--- config.mk ---
export PLATFORM = sky130hd
export DESIGN_NAME = mimc_top
export DESIGN_NICKNAME = d
export VERILOG_FILES = /design/src/hw/mimc_pkg.sv /design/src/hw/mimc_top.sv
export VERILOG_INCLUDE_DIRS = /design/src /design/src/hw
export SDC_FILE = /design/constraint.sdc
export NUM_CORES = 1
export LEC_CHECK = 0
export ABC_AREA = 1
export BUFFER_PORTS_ARGS = -buffer_cell sky130_fd_sc_hd__buf_2
export CAP_MARGIN = 20
export CORE_MARGIN = 2
export CORE_UTILIZATION = 50
export DETAILED_ROUTE_END_ITERATION = 8
export GPL_TIMING_DRIVEN = 0
export PLACE_DENSITY_LB_ADDON = 0.05
export SLEW_MARGIN = 15
export SYNTH_ARGS = -nofsm -noshare
export SYNTH_HDL_FRONTEND = slang
export SYNTH_SLANG_ARGS = --single-unit
--- constraint.sdc ---
create_clock -name core_clk -period 2.4 [get_ports core_clk]
set_input_delay 0.48 -clock core_clk [delete_from_list [all_inputs] [get_ports core_clk]]
set_output_delay 0.48 -clock core_clk [all_outputs]
set_load 0.03 [all_outputs]
--- src/hw/mimc_params.svh ---
`ifndef MIMC_PARAMS_SVH
`define MIMC_PARAMS_SVH

`define MIMC_ADDR_W         8
`define MIMC_DATA_W         16
`define MIMC_CTRL_ADDR      8'h17
`define MIMC_IRQ_STS_ADDR   8'h20
`define MIMC_IRQ_MSK_ADDR   8'h21

`define MIMC_CTRL_RESET     16'h4041
`define MIMC_CTRL_WMASK     16'h7ff3

`define MIMC_BIT_RX_DLY     12
`define MIMC_BIT_TX_DLY     11
`define MIMC_BIT_RGMII      9
`define MIMC_BIT_RMII       5

`define MIMC_IRQ_OVF        0
`define MIMC_IRQ_UNF        1
`define MIMC_IRQ_RESET      2'h0

`define MIMC_RGMII_DELAY_NS 4'h2
`define MIMC_NO_DELAY_NS    4'h0

`define MIMC_STRAP_LOAD     3'h3
`define MIMC_STRAP_DONE     3'h4

`endif

--- src/hw/mimc_pkg.sv ---
package mimc_pkg;

  typedef enum logic [2:0] {
    MIMC_MII   = 3'h1,
    MIMC_RMII  = 3'h2,
    MIMC_RGMII = 3'h4
  } mimc_mode_type;

  typedef enum logic [3:0] {
    EB_IDLE = 4'h1,
    EB_PRE  = 4'h2,
    EB_RUN  = 4'h4,
    EB_TAIL = 4'h8
  } mimc_state_type;

  typedef struct packed {
    logic       rsv15;
    logic [1:0] sgmii_thr;
    logic       rx_dly;
    logic       tx_dly;
    logic       rsv10;
    logic       rgmii;
    logic       rsv8;
    logic       clk_sel;
    logic       rsv6;
    logic       rmii;
    logic       rev10;
    logic       ovf_ok;
    logic       unf_ok;
    logic [1:0] ebuf_tol;
  } mimc_ctrl_type;

  typedef struct packed {
    logic       strap_rgmii;
    logic       strap_rmii;
    logic       strap_clk_sel;
    logic       strap_rx_dly;
    logic       strap_tx_dly;
    logic [1:0] rec_data;
    logic       rec_dv;
    logic       rec_clk;
    logic       ref_clk;
  } mimc_pin_type;

  typedef struct packed {
    logic       crs_dv;
    logic [1:0] rxd;
  } mimc_rmii_type;

endpackage

--- src/hw/mimc_top.sv ---
`timescale 1ns/1ps
`default_nettype none
`include "mimc_params.svh"

// Function
// [RULE_01] Bits 14:13 pick the SGMII half-full threshold 5, 2, 6 or 10 bits, reset to 10.
// [RULE_02] Bit 12 set delays the RGMII receive clock 2ns against data, clear keeps them aligned.
// [RULE_03] Bit 11 set delays the RGMII transmit clock 2ns against data, clear keeps them aligned.
// [RULE_04] Bit 9 set selects RGMII, clear lets the RMII/MII bit decide.
// [RULE_05] Without RGMII, bit 5 set selects RMII and clear selects MII.
// [RULE_06] Bit 7 tells the reference clock, 1 for 50MHz oscillator, 0 for 25MHz, default strapped.
// [RULE_07] Bit 4 picks RMII revision 1.0 when set and 1.2 when clear, reset to 0.
// [RULE_08] Revision 1.0 holds CRS_DV high until the last receive data has left.
// [RULE_09] Revision 1.2 toggles CRS_DV near the packet end to show carrier has dropped.
// [RULE_10] Bit 3 reads 1 when normal and 0 after a receive FIFO overflow, and a read clears it; the code resets it to 0, so the first read returns 0.
// [RULE_11] Bit 2 reads 1 when normal and 0 after a receive FIFO underflow, and a read clears it; the code resets it to 0, so the first read returns 0.
// [RULE_12] Bits 1:0 set the elasticity tolerance 5, 2, 3 or 4 bits per packet, reset to 01.
// [RULE_13] The elasticity buffer absorbs the rate gap between RMII clock and recovered data.
// [RULE_14] The smallest tolerance covers standard frames at 100ppm, larger frames need more.
// [RULE_15] The clock select default comes from a strap naming the clock the board supplies.
// [RULE_16] Strap values load the RGMII, RMII, clock select and both delay bits after reset.
// [RULE_17] Software keeps reserved bits at reset values, writing 1 to bit 6.
module mimc_top
  import mimc_pkg::*;
#(
  parameter int EB_DEPTH = 8
) (
  input  wire logic                    core_clk,
  input  wire logic                    arst_n,
  input  wire logic [`MIMC_ADDR_W-1:0] reg_addr,
  input  wire logic [`MIMC_DATA_W-1:0] reg_wdata,
  input  wire logic                    reg_wr,
  input  wire logic                    reg_rd,
  output logic      [`MIMC_DATA_W-1:0] reg_rdata,
  input  wire logic                    strap_rgmii,
  input  wire logic                    strap_rmii,
  input  wire logic                    strap_clk_sel,
  input  wire logic                    strap_rx_dly,
  input  wire logic                    strap_tx_dly,
  input  wire logic                    ref_clk_pin,
  input  wire logic                    rec_clk_pin,
  input  wire logic                    rec_dv_pin,
  input  wire logic [1:0]              rec_data_pin,
  output mimc_mode_type                mode,
  output logic                         clk_sel_50m,
  output logic      [3:0]              rx_delay_ns,
  output logic      [3:0]              tx_delay_ns,
  output logic      [3:0]              sgmii_thr_bits,
  output logic      [3:0]              ebuf_tol_bits,
  output logic                         rmii_crs_dv,
  output logic      [1:0]              rmii_rxd,
  output logic                         irq
);

  localparam int AW = $clog2(EB_DEPTH);
  localparam logic [AW:0] FULL = (AW+1)'(EB_DEPTH);

  // Pin synchronisers, one level per bit
  logic [9:0]     pin_w;
  logic [9:0]     s1_q;
  logic [9:0]     s2_q;
  logic [9:0]     s3_q;
  logic [9:0]     lvl_q;
  logic [9:0]     lvl_d;
  mimc_pin_type   pin_now;
  mimc_pin_type   pin_old;
  logic           ref_rise;
  logic           rec_rise;

  assign pin_w = {strap_rgmii, strap_rmii, strap_clk_sel, strap_rx_dly, strap_tx_dly,
                  rec_data_pin, rec_dv_pin, rec_clk_pin, ref_clk_pin};

  always_comb begin
    // Level moves only when second and third stage agree
    lvl_d = (s2_q & s3_q) | (lvl_q & (s2_q | s3_q));
  end

  always_ff @(posedge core_clk or negedge arst_n) begin
    if (!arst_n) begin
      s1_q  <= 10'h000;
      s2_q  <= 10'h000;
      s3_q  <= 10'h000;
      lvl_q <= 10'h000;
    end else begin
      s1_q  <= pin_w;
      s2_q  <= s1_q;
      s3_q  <= s2_q;
      lvl_q <= lvl_d;
    end
  end

  assign pin_now  = mimc_pin_type'(lvl_d);
  assign pin_old  = mimc_pin_type'(lvl_q);
  assign ref_rise = pin_now.ref_clk & ~pin_old.ref_clk;
  assign rec_rise = pin_now.rec_clk & ~pin_old.rec_clk;

  // Strap capture a few cycles after release, once synchronisers settled
  logic [2:0]     wait_q;
  logic [2:0]     wait_d;
  logic           strap_load;

  always_comb begin
    wait_d = wait_q;
    if (wait_q != `MIMC_STRAP_DONE) begin
      wait_d = wait_q + 3'h1;
    end
  end

  always_ff @(posedge core_clk or negedge arst_n) begin
    if (!arst_n) begin
      wait_q <= 3'h0;
    end else begin
      wait_q <= wait_d;
    end
  end

  assign strap_load = (wait_q == `MIMC_STRAP_LOAD);

  // Control register
  mimc_ctrl_type  ctrl_q;
  mimc_ctrl_type  ctrl_d;
  logic           ovf_evt;
  logic           unf_evt;
  logic           ctrl_wr;
  logic           ctrl_rd;
  logic           sts_wr;
  logic           msk_wr;

  assign ctrl_wr = reg_wr && (reg_addr == `MIMC_CTRL_ADDR);
  assign ctrl_rd = reg_rd && (reg_addr == `MIMC_CTRL_ADDR);
  assign sts_wr  = reg_wr && (reg_addr == `MIMC_IRQ_STS_ADDR);
  assign msk_wr  = reg_wr && (reg_addr == `MIMC_IRQ_MSK_ADDR);

  always_comb begin
    ctrl_d = ctrl_q;
    if (ctrl_wr) begin
      ctrl_d = mimc_ctrl_type'((reg_wdata & `MIMC_CTRL_WMASK) |
                               (ctrl_q & ~`MIMC_CTRL_WMASK));
    end
    if (ctrl_rd) begin
      ctrl_d.ovf_ok = 1'b1; // [RULE_10]
      ctrl_d.unf_ok = 1'b1; // [RULE_11]
    end
    // Detection wins over a clearing read in the same cycle
    if (ovf_evt) begin
      ctrl_d.ovf_ok = 1'b0; // [RULE_10]
    end
    if (unf_evt) begin
      ctrl_d.unf_ok = 1'b0; // [RULE_11]
    end
    // Agreed level; the registered copy is still at reset value here
    if (strap_load) begin
      ctrl_d.rgmii   = pin_now.strap_rgmii; // [RULE_16]
      ctrl_d.rmii    = pin_now.strap_rmii; // [RULE_16]
      ctrl_d.clk_sel = pin_now.strap_clk_sel; // [RULE_06] [RULE_15]
      ctrl_d.rx_dly  = pin_now.strap_rx_dly; // [RULE_16]
      ctrl_d.tx_dly  = pin_now.strap_tx_dly; // [RULE_16]
    end
  end

  always_ff @(posedge core_clk or negedge arst_n) begin
    if (!arst_n) begin
      ctrl_q <= mimc_ctrl_type'(`MIMC_CTRL_RESET); // [RULE_01] [RULE_07] [RULE_12]
    end else begin
      ctrl_q <= ctrl_d;
    end
  end

  // Mode and decoded settings
  logic           rmii_en;

  always_comb begin
    if (ctrl_q.rgmii) begin
      mode = MIMC_RGMII; // [RULE_04]
    end else if (ctrl_q.rmii) begin
      mode = MIMC_RMII; // [RULE_05]
    end else begin
      mode = MIMC_MII; // [RULE_05]
    end
  end

  assign rmii_en     = (mode == MIMC_RMII);
  assign clk_sel_50m = ctrl_q.clk_sel; // [RULE_06]
  // Delay values go to the pad delay cells; no core logic can make 2ns
  assign rx_delay_ns = ctrl_q.rx_dly ? `MIMC_RGMII_DELAY_NS : `MIMC_NO_DELAY_NS; // [RULE_02]
  assign tx_delay_ns = ctrl_q.tx_dly ? `MIMC_RGMII_DELAY_NS : `MIMC_NO_DELAY_NS; // [RULE_03]

  always_comb begin
    unique case (ctrl_q.sgmii_thr) // [RULE_01]
      2'h0: sgmii_thr_bits = 4'h5;
      2'h1: sgmii_thr_bits = 4'h2;
      2'h2: sgmii_thr_bits = 4'h6;
      2'h3: sgmii_thr_bits = 4'ha;
    endcase
    unique case (ctrl_q.ebuf_tol) // [RULE_12] [RULE_14]
      2'h0: ebuf_tol_bits = 4'h5;
      2'h1: ebuf_tol_bits = 4'h2;
      2'h2: ebuf_tol_bits = 4'h3;
      2'h3: ebuf_tol_bits = 4'h4;
    endcase
  end

  // Receive elasticity buffer, filled at recovered rate, drained at RMII rate
  logic [1:0]     mem_q [EB_DEPTH];
  logic [AW-1:0]  wr_q;
  logic [AW-1:0]  wr_d;
  logic [AW-1:0]  rd_q;
  logic [AW-1:0]  rd_d;
  logic [AW:0]    cnt_q;
  logic [AW:0]    cnt_d;
  logic [AW:0]    prefill;
  mimc_state_type st_q;
  mimc_state_type st_d;
  mimc_rmii_type  out_q;
  mimc_rmii_type  out_d;
  logic           push;
  logic           pop;

  // Tolerance bits held back before data starts, in dibits rounded up
  assign prefill = (AW+1)'((ebuf_tol_bits + 4'h1) >> 1); // [RULE_12] [RULE_13]

  always_comb begin
    st_d    = st_q;
    out_d   = out_q;
    wr_d    = wr_q;
    rd_d    = rd_q;
    cnt_d   = cnt_q;
    push    = 1'b0;
    pop     = 1'b0;
    ovf_evt = 1'b0;
    unf_evt = 1'b0;
    if (!rmii_en) begin
      st_d  = EB_IDLE;
      out_d = 3'h0;
      wr_d  = '0;
      rd_d  = '0;
      cnt_d = '0;
    end else begin
      if (ref_rise) begin
        unique case (st_q)
          EB_IDLE: begin
            out_d = 3'h0;
            if (cnt_q != '0) begin
              st_d  = EB_PRE;
              out_d = {1'b1, 2'h0};
            end
          end
          EB_PRE: begin
            out_d = {1'b1, 2'h0};
            if (cnt_q >= prefill) begin
              st_d = EB_RUN; // [RULE_13]
            end
          end
          EB_RUN: begin
            out_d = {1'b1, 2'h0};
            if (cnt_q != '0) begin
              pop   = 1'b1;
              out_d = {1'b1, mem_q[rd_q]};
            end else if (pin_now.rec_dv) begin
              unf_evt = 1'b1; // [RULE_11]
            end
            if (!pin_now.rec_dv) begin
              st_d = EB_TAIL;
            end
          end
          EB_TAIL: begin
            if (cnt_q != '0) begin
              pop   = 1'b1;
              // Rev 1.0 holds, rev 1.2 toggles while the tail drains
              out_d = {ctrl_q.rev10 | ~out_q.crs_dv, mem_q[rd_q]}; // [RULE_08] [RULE_09]
            end else begin
              st_d  = EB_IDLE;
              out_d = 3'h0;
            end
          end
          default: begin
            st_d  = EB_IDLE;
            out_d = 3'h0;
          end
        endcase
      end
      if (rec_rise && pin_now.rec_dv) begin
        if ((cnt_q != FULL) || pop) begin
          push = 1'b1;
        end else begin
          ovf_evt = 1'b1; // [RULE_10]
        end
      end
      if (push) begin
        wr_d = wr_q + AW'(1);
      end
      if (pop) begin
        rd_d = rd_q + AW'(1);
      end
      cnt_d = cnt_q + (AW+1)'(push) - (AW+1)'(pop);
    end
  end

  always_ff @(posedge core_clk or negedge arst_n) begin
    if (!arst_n) begin
      st_q  <= EB_IDLE;
      out_q <= 3'h0;
      wr_q  <= '0;
      rd_q  <= '0;
      cnt_q <= '0;
    end else begin
      st_q  <= st_d;
      out_q <= out_d;
      wr_q  <= wr_d;
      rd_q  <= rd_d;
      cnt_q <= cnt_d;
    end
  end

  // Storage needs no reset; nothing reads an entry before it is written
  always_ff @(posedge core_clk) begin
    if (push) begin
      mem_q[wr_q] <= pin_now.rec_data;
    end
  end

  assign rmii_crs_dv = out_q.crs_dv;
  assign rmii_rxd    = out_q.rxd;

  // Interrupt status and mask
  logic [1:0]     sts_q;
  logic [1:0]     sts_d;
  logic [1:0]     msk_q;
  logic [1:0]     msk_d;

  always_comb begin
    sts_d = sts_q;
    msk_d = msk_q;
    if (sts_wr) begin
      sts_d = sts_q & ~reg_wdata[1:0];
    end
    sts_d[`MIMC_IRQ_OVF] = sts_d[`MIMC_IRQ_OVF] | ovf_evt;
    sts_d[`MIMC_IRQ_UNF] = sts_d[`MIMC_IRQ_UNF] | unf_evt;
    if (msk_wr) begin
      msk_d = reg_wdata[1:0];
    end
  end

  always_ff @(posedge core_clk or negedge arst_n) begin
    if (!arst_n) begin
      sts_q <= `MIMC_IRQ_RESET;
      msk_q <= `MIMC_IRQ_RESET;
    end else begin
      sts_q <= sts_d;
      msk_q <= msk_d;
    end
  end

  assign irq = |(sts_q & msk_q);

  // Read port, data valid for one cycle only
  logic [`MIMC_DATA_W-1:0] rdata_q;
  logic [`MIMC_DATA_W-1:0] rdata_d;

  always_comb begin
    rdata_d = 16'h0000;
    if (reg_rd) begin
      unique case (reg_addr)
        `MIMC_CTRL_ADDR:    rdata_d = ctrl_q;
        `MIMC_IRQ_STS_ADDR: rdata_d = {14'h0000, sts_q};
        `MIMC_IRQ_MSK_ADDR: rdata_d = {14'h0000, msk_q};
        default:            rdata_d = 16'h0000;
      endcase
    end
  end

  always_ff @(posedge core_clk or negedge arst_n) begin
    if (!arst_n) begin
      rdata_q <= 16'h0000;
    end else begin
      rdata_q <= rdata_d;
    end
  end

  assign reg_rdata = rdata_q;
endmodule

`default_nettype wire

## Word level (Yosys, flattened, before mapping)

Memory sizes are Yosys's and may differ from the RTL's.
Cells that the tools add are included.

- Bits in registers: 96
- Bits in writable memories: 16
- Output and inout port bits: 40
- Word-level logic and storage cells: 144
- Memories: 1

- $add $sub $neg: 6
- Equality and inequality tests: 24
- Reductions and logical operators: 15
- Magnitude comparators: 1
- Multiplexer cells: 53
- Bitwise logic cells: 16

Memory list:

| name | depth | width | read ports | clocked after memory_dff | wr ports | line | RTL |
|---|---|---|---|---|---|---|---|
| mem_q | 8 | 2 | 1 | 0 | 1 | mimc_top.sv:204 | `logic [1:0] mem_q [EB_DEPTH];` |

Operators with widths:

| cell | number |
|---|---|
| one-hot mux 16 bit (3 select lines) | 1 |
| one-hot mux 4 bit (4 select lines) | 3 |
| two-way mux 4 bit | 7 |
| two-way mux 3 bit | 9 |
| two-way mux 1 bit | 23 |
| AND 10 bit | 2 |
| OR 10 bit | 2 |
| equality test 8 x 6 -> 1 bit, second input constant | 2 |
| two-way mux 16 bit | 1 |
| OR 15 x 16 -> 16 bit | 1 |
| != test 3 bit, second input constant | 5 |
| two-way mux 2 bit | 7 |
| two-way mux 13 bit | 1 |
| one-hot mux 3 bit (4 select lines) | 1 |
| adder 3 x 1 -> 3 bit, second input constant | 3 |
| equality test 2 bit, second input constant | 4 |
| equality test 8 x 5 -> 1 bit, second input constant | 1 |
| equality test 3 x 2 -> 1 bit, second input constant | 2 |
| nonzero test 3 bit | 2 |
| logical AND 1 bit | 5 |
| AND reduction 5 bit | 1 |
| adder 4 x 1 -> 4 bit | 1 |
| adder 4 x 1 -> 4 bit, second input constant | 1 |
| AND 2 bit | 2 |
| 19 further kinds | 28 |

## Longest topological paths before layout

- Depth in word-level cells: 13
- Gate-level depth with buffers: 16

## Least setup slack after synthesis

No wires, ideal clock.

- Path kind: flip-flop to flip-flop
- From: register ctrl_q[0] (netlist name)
- To: register st_q[2]
- Path slack: -0.023 ns
- Setup time: 0.117 ns
- Data arrival time: 2.306 ns
- Cell stages (with the launch flop): 17
- Clock period less this slack: 2.423 ns
- Buffers on the path: 0
- Path through: dfstp_2 inv_1 ha_1 inv_1 xor2_1 ha_1 inv_1 nand2_1 nand2_1 nand2_1 nand2_1 nand2_1 nand2_1 nand2_1 nand2_2 nand2_1 nand2_1

- Word-level cells in the longest chain between the ends: 6
- Elaborated cells on any way between the ends: 9
- Classes of those cells: add/sub (1); order compare (1); eq/ne (4); mux (1); reduce/logical (2)

Ends and longest elaborated chain:

| what | line | RTL |
|---|---|---|
| start, declared | mimc_top.sv:120 | `mimc_ctrl_type ctrl_q;` |
| start signal, assigned | mimc_top.sv:163 | `` ctrl_q <= mimc_ctrl_type'(`MIMC_CTRL_RESET); `` |
| start signal, assigned | mimc_top.sv:165 | `ctrl_q <= ctrl_d;` |
| equality test 2 bit, or another cell as far along | mimc_top.sv:195 | `unique case (ctrl_q.ebuf_tol)` |
| one-hot mux 4 bit (4 select lines) * | mimc_top.sv:195 |  |
| via ebuf_tol_bits[1] | mimc_top.sv:49 | `output logic [3:0] ebuf_tol_bits,` |
| adder 4 x 1 -> 4 bit * | mimc_top.sv:220 | `assign prefill = (AW+1)'((ebuf_tol_bits + 4'h1) >> 1);` |
| >= comparator 4 x 3 -> 1 bit * | mimc_top.sv:250 | `if (cnt_q >= prefill) begin` |
| != test 3 bit (no source line) * | n/a |  |
| AND reduction 5 bit (no source line) * | n/a |  |
| end signal, assigned | mimc_top.sv:307 | `st_q <= st_d;` |
| end, declared | mimc_top.sv:212 | `mimc_state_type st_q;` |

Mark *: on every way through the listed nets, which the timed path passes. The rest lies on a longest branch. The select of a mux whose other input is x is not followed.
A chain may end at the register's enable or synchronous reset.

## Worst setup path in the final report

- From: register st_q[1]
- To: register cnt_q[2]

- Word-level cells in the longest chain between the ends: 12
- Elaborated cells on any way between the ends: 13
- Classes of those cells: add/sub (2); eq/ne (2); mux (7); reduce/logical (2)

Ends and longest elaborated chain:

| what | line | RTL |
|---|---|---|
| equality test 4 bit / equality test 4 x 3 -> 1 bit (equally long branches) | mimc_top.sv:240 | `unique case (st_q)` |
| OR reduction 2 bit (no source line) * | n/a |  |
| two-way mux 1 bit * | n/a |  |
| two-way mux 1 bit * | mimc_top.sv:239 | `if (ref_rise) begin` |
| two-way mux 1 bit * | mimc_top.sv:232 | `if (!rmii_en) begin` |
| logical OR 1 bit | mimc_top.sv:283 | `if ((cnt_q != FULL) \|\| pop) begin` |
| two-way mux 1 bit | mimc_top.sv:283 |  |
| two-way mux 1 bit | mimc_top.sv:282 | `if (rec_rise && pin_now.rec_dv) begin` |
| two-way mux 1 bit | mimc_top.sv:232 |  |
| adder 4 x 1 -> 4 bit | mimc_top.sv:295 | `cnt_d = cnt_q + (AW+1)'(push) - (AW+1)'(pop);` |
| subtractor 4 x 1 -> 4 bit * | mimc_top.sv:295 |  |
| two-way mux 4 bit * | mimc_top.sv:232 |  |
| via cnt_d[2] | mimc_top.sv:210 | `logic [AW:0] cnt_d;` |
| end signal, assigned | mimc_top.sv:311 | `cnt_q <= cnt_d;` |
| end, declared | mimc_top.sv:209 | `logic [AW:0] cnt_q;` |

Marks and branches as above.

==> impl_metrics.ini <==
[yosys]
synth_async_sr_flop_share_pct = 85.5
synthTopCellsByArea = dfrtp_1, edfxtp_1, nand2_1, inv_1, nor2_1
synth_top_area_share_pct = 48.6
syn_area_um2 = 4640
synth_cells = 457
seq_area_frac_synth_pct = 61.2
synth_top_flop_cell = dfrtp_1
ys_types = 35
ys_seq_elements = 110
synth_top_area_cell = dfrtp_1
yosysMostFrequentCell = dfrtp_1
syn_avg_cell_area_um2 = 10.1
ys_warn_count = 0
synth_edf_count = 16
synthTopCellsByCount = dfrtp_1, nand2_1, inv_1, nor2_1, nand3_1

[sta]
final_hold_viol_count = 0
setup_viol = 0
fmax_ghz = 0.444
min_period_over_period_pct = 93.9
final-max-slew-violation-count = 0
setup_ws_ns = 0.147
period_needed_ns = 2.25
skew_ns = 0.0138
holdWs_ns = 0.0655

[global_routing]
grt_start_max_net_pins = 59
antenna_found_initial = 0
grt_pass1_vias = 3155
overflow = 0
grt_pass1_wl_mm = 14.2
groute.usage.overall_pct = 17.8

[placement]
gp_congestion = 0.810
pre_cts_ws_ns = -0.0119
placed_cells = 641
dp_hpwl_mm = 6.00
io_buffers = 65

[worst_setup_path]
cp_data_arrival_time_ns = 2.51
crit_type = reg -> reg
cp-start-kind = flip-flop
rrSetupSlack_ns = 0.15
critPathRequiredTime_ns = 2.65
worst-path-max-fanout = 4
crit_path_end_kind = flip-flop

[route]
vias_per_cell = 4.83
finalWirelength_mm = 8.21
drc = 0
vias = 3176
wl_per_cell_um = 12.5
dr.pass1.iters = 4
drtAntennaViolNets = 0
drt_iter0_drc = 63

[clock_network]
htreeDepth = 3
clockBufferDepth = 2
hold_buffers = 0
clock-sinks = 110
cts_inserted_buffers = 9
cts_root_buf = clkbuf_8
path_clk_slew_ns = 0.10
cts_tree = yes
insertion_delay_ns = 0.37

[final_layout]
fin_nets = 598
fill_cells = 797
multi_input_area_um2 = 1510
area_delta_synth_final_pct = 17.0
diodes = 0
final_cells = 658
drive_gt1_share_pct = 23.2
seqCellArea_um2 = 2840

[die]
dieArea_um2 = 10100
coreArea_um2 = 9110
chipHeight_um = 100
initial_core_util_pct = 50.9
die_w_um = 100
row_count = 35
boundaryPins = 78

[job]
drv_cap = 0

[worst_hold_path]
hold_path_class = in -> async

[pwr]
power_density_nw_per_um2 = 654
p_leak_uw = 0.00278
ir_drop_uv = 347

[run_status]
outcome = completed
## routing by layer
metal | global-route usage [%] | part of all wire [%] | wire [um] | vias up
li1 | - | - | - | 1599
met1 | 23.9 | 45 | 3720 | 1513
met2 | 28.7 | 50 | 4120 | 56
met3 | 4.11 | 3.4 | 281 | 8
met4 | 6.22 | 1.1 | 89 | 0
met5 | 0 | 0 | 0 | -
## cell usage in the layout, fill, tap and decap left out, drive strengths merged, types with 3 or more instances in the layout
cell / netlist / layout
inv: 61 / 64
maj3: 7 / 7
buf: 16 / 83
dfrtp: 90 / 90
nand2: 89 / 89
o21ai: 22 / 22
nor2: 64 / 64
xor2: 5 / 5
a21oi: 7 / 7
nand4: 7 / 7
edfxtp: 16 / 16
ha: 17 / 17
clkbuf: 1 / 13
o22ai: 4 / 4
clkinv: 2 / 3
nand3: 34 / 34
dfstp: 4 / 4
conb: 1 / 8
## where the power goes
part	internal, uW	total (uW)	switching [uW]
clock network	522	1160	633
logic	129	367	238
registers	1980	2030	49.1
total	2630	3550	921
## worst max-delay path: stages, from the launching register on
cell	delay (ns)
dfrtp_1	0.43
nor2_4	0.13
nand3_1	0.12
nand2_2	0.11
nand3_4	0.11
nand2_4	0.09
nand2_2	0.07
ha_1	0.27
inv_1	0.04
ha_1	0.19
fa_1	0.38
xnor2_1	0.14
nor2_1	0.05
## cells by family (layout without fill, tap and decap cells)
kind of cell / count (synthesis) / in the layout / synth area share (%)
xor gates and xnor gates: 6 / 6 / 1.13
adders and majority gates: 25 / 25 / 6.53
other: 1 / 8 / 0.0809
and+or+nand+nor: 199 / 199 / 19.3
AOI/OAI and AO/OA: 36 / 36 / 4.18
DFF: 110 / 110 / 61.2
buffers and inverters: 80 / 163 / 7.56
## final cells by class
class	instances	area share, %
Timing Repair Buffer	67	6.69
Buffer	17	2.10
Sequential cell	110	52.3
Tap cell	111	2.56
Inverter	63	4.36
Clock buffer	12	3.25
Multi-Input combinational cell	274	27.9
Clock inverter	4	0.784
## registers in the layout (all words and copies together), names as in the netlist, 4 cells and up
| signal | cells |
|---|---|
| s1_q | 10 |
| st_q | 4 |
| ctrl_q | 14 |
| reg_rdata | 15 |
| s2_q | 10 |
| lvl_q | 10 |
| mem_q | 16 |
| cnt_q | 4 |
| s3_q | 10 |
## final timing paths
kind	start	end	cells after the start
max	st_q[1]	cnt_q[2]	12
min	arst_n	lvl_q[0]	1
max reg2reg	st_q[1]	cnt_q[2]	12
min reg2reg	s1_q[0]	s2_q[0]	0
max in group asynchronous	arst_n	ctrl_q[6]	2
min in group core_clk	strap_rx_dly	s1_q[6]	1
## through the flow
| step | cell area [um2] | util, % | power, uW | setup TNS, ns |
|---|---|---|---|---|
| 2_1_floorplan | 4660 | - | 2290 | 0 |
| 3_3_place_gp | 5130 | 56.3 | 2410 | -0.823 |
| 3_5_place_dp | 5160 | 56.6 | 2420 | -0.0156 |
| 4_1_cts | 5380 | 59.1 | 3570 | 0 |
| 5_1_grt | 5420 | 59.5 | 3720 | -0.0159 |
| 6_report | 5420 | 59.5 | 3550 | 0 |
## repair_timing
item                       CTS  global route
pin swaps                    0             2
resized for setup            1             9
setup endpoints to repair    2             3
buffers inserted             0             1
No activity file was read; power rests on OpenSTA's default activity.
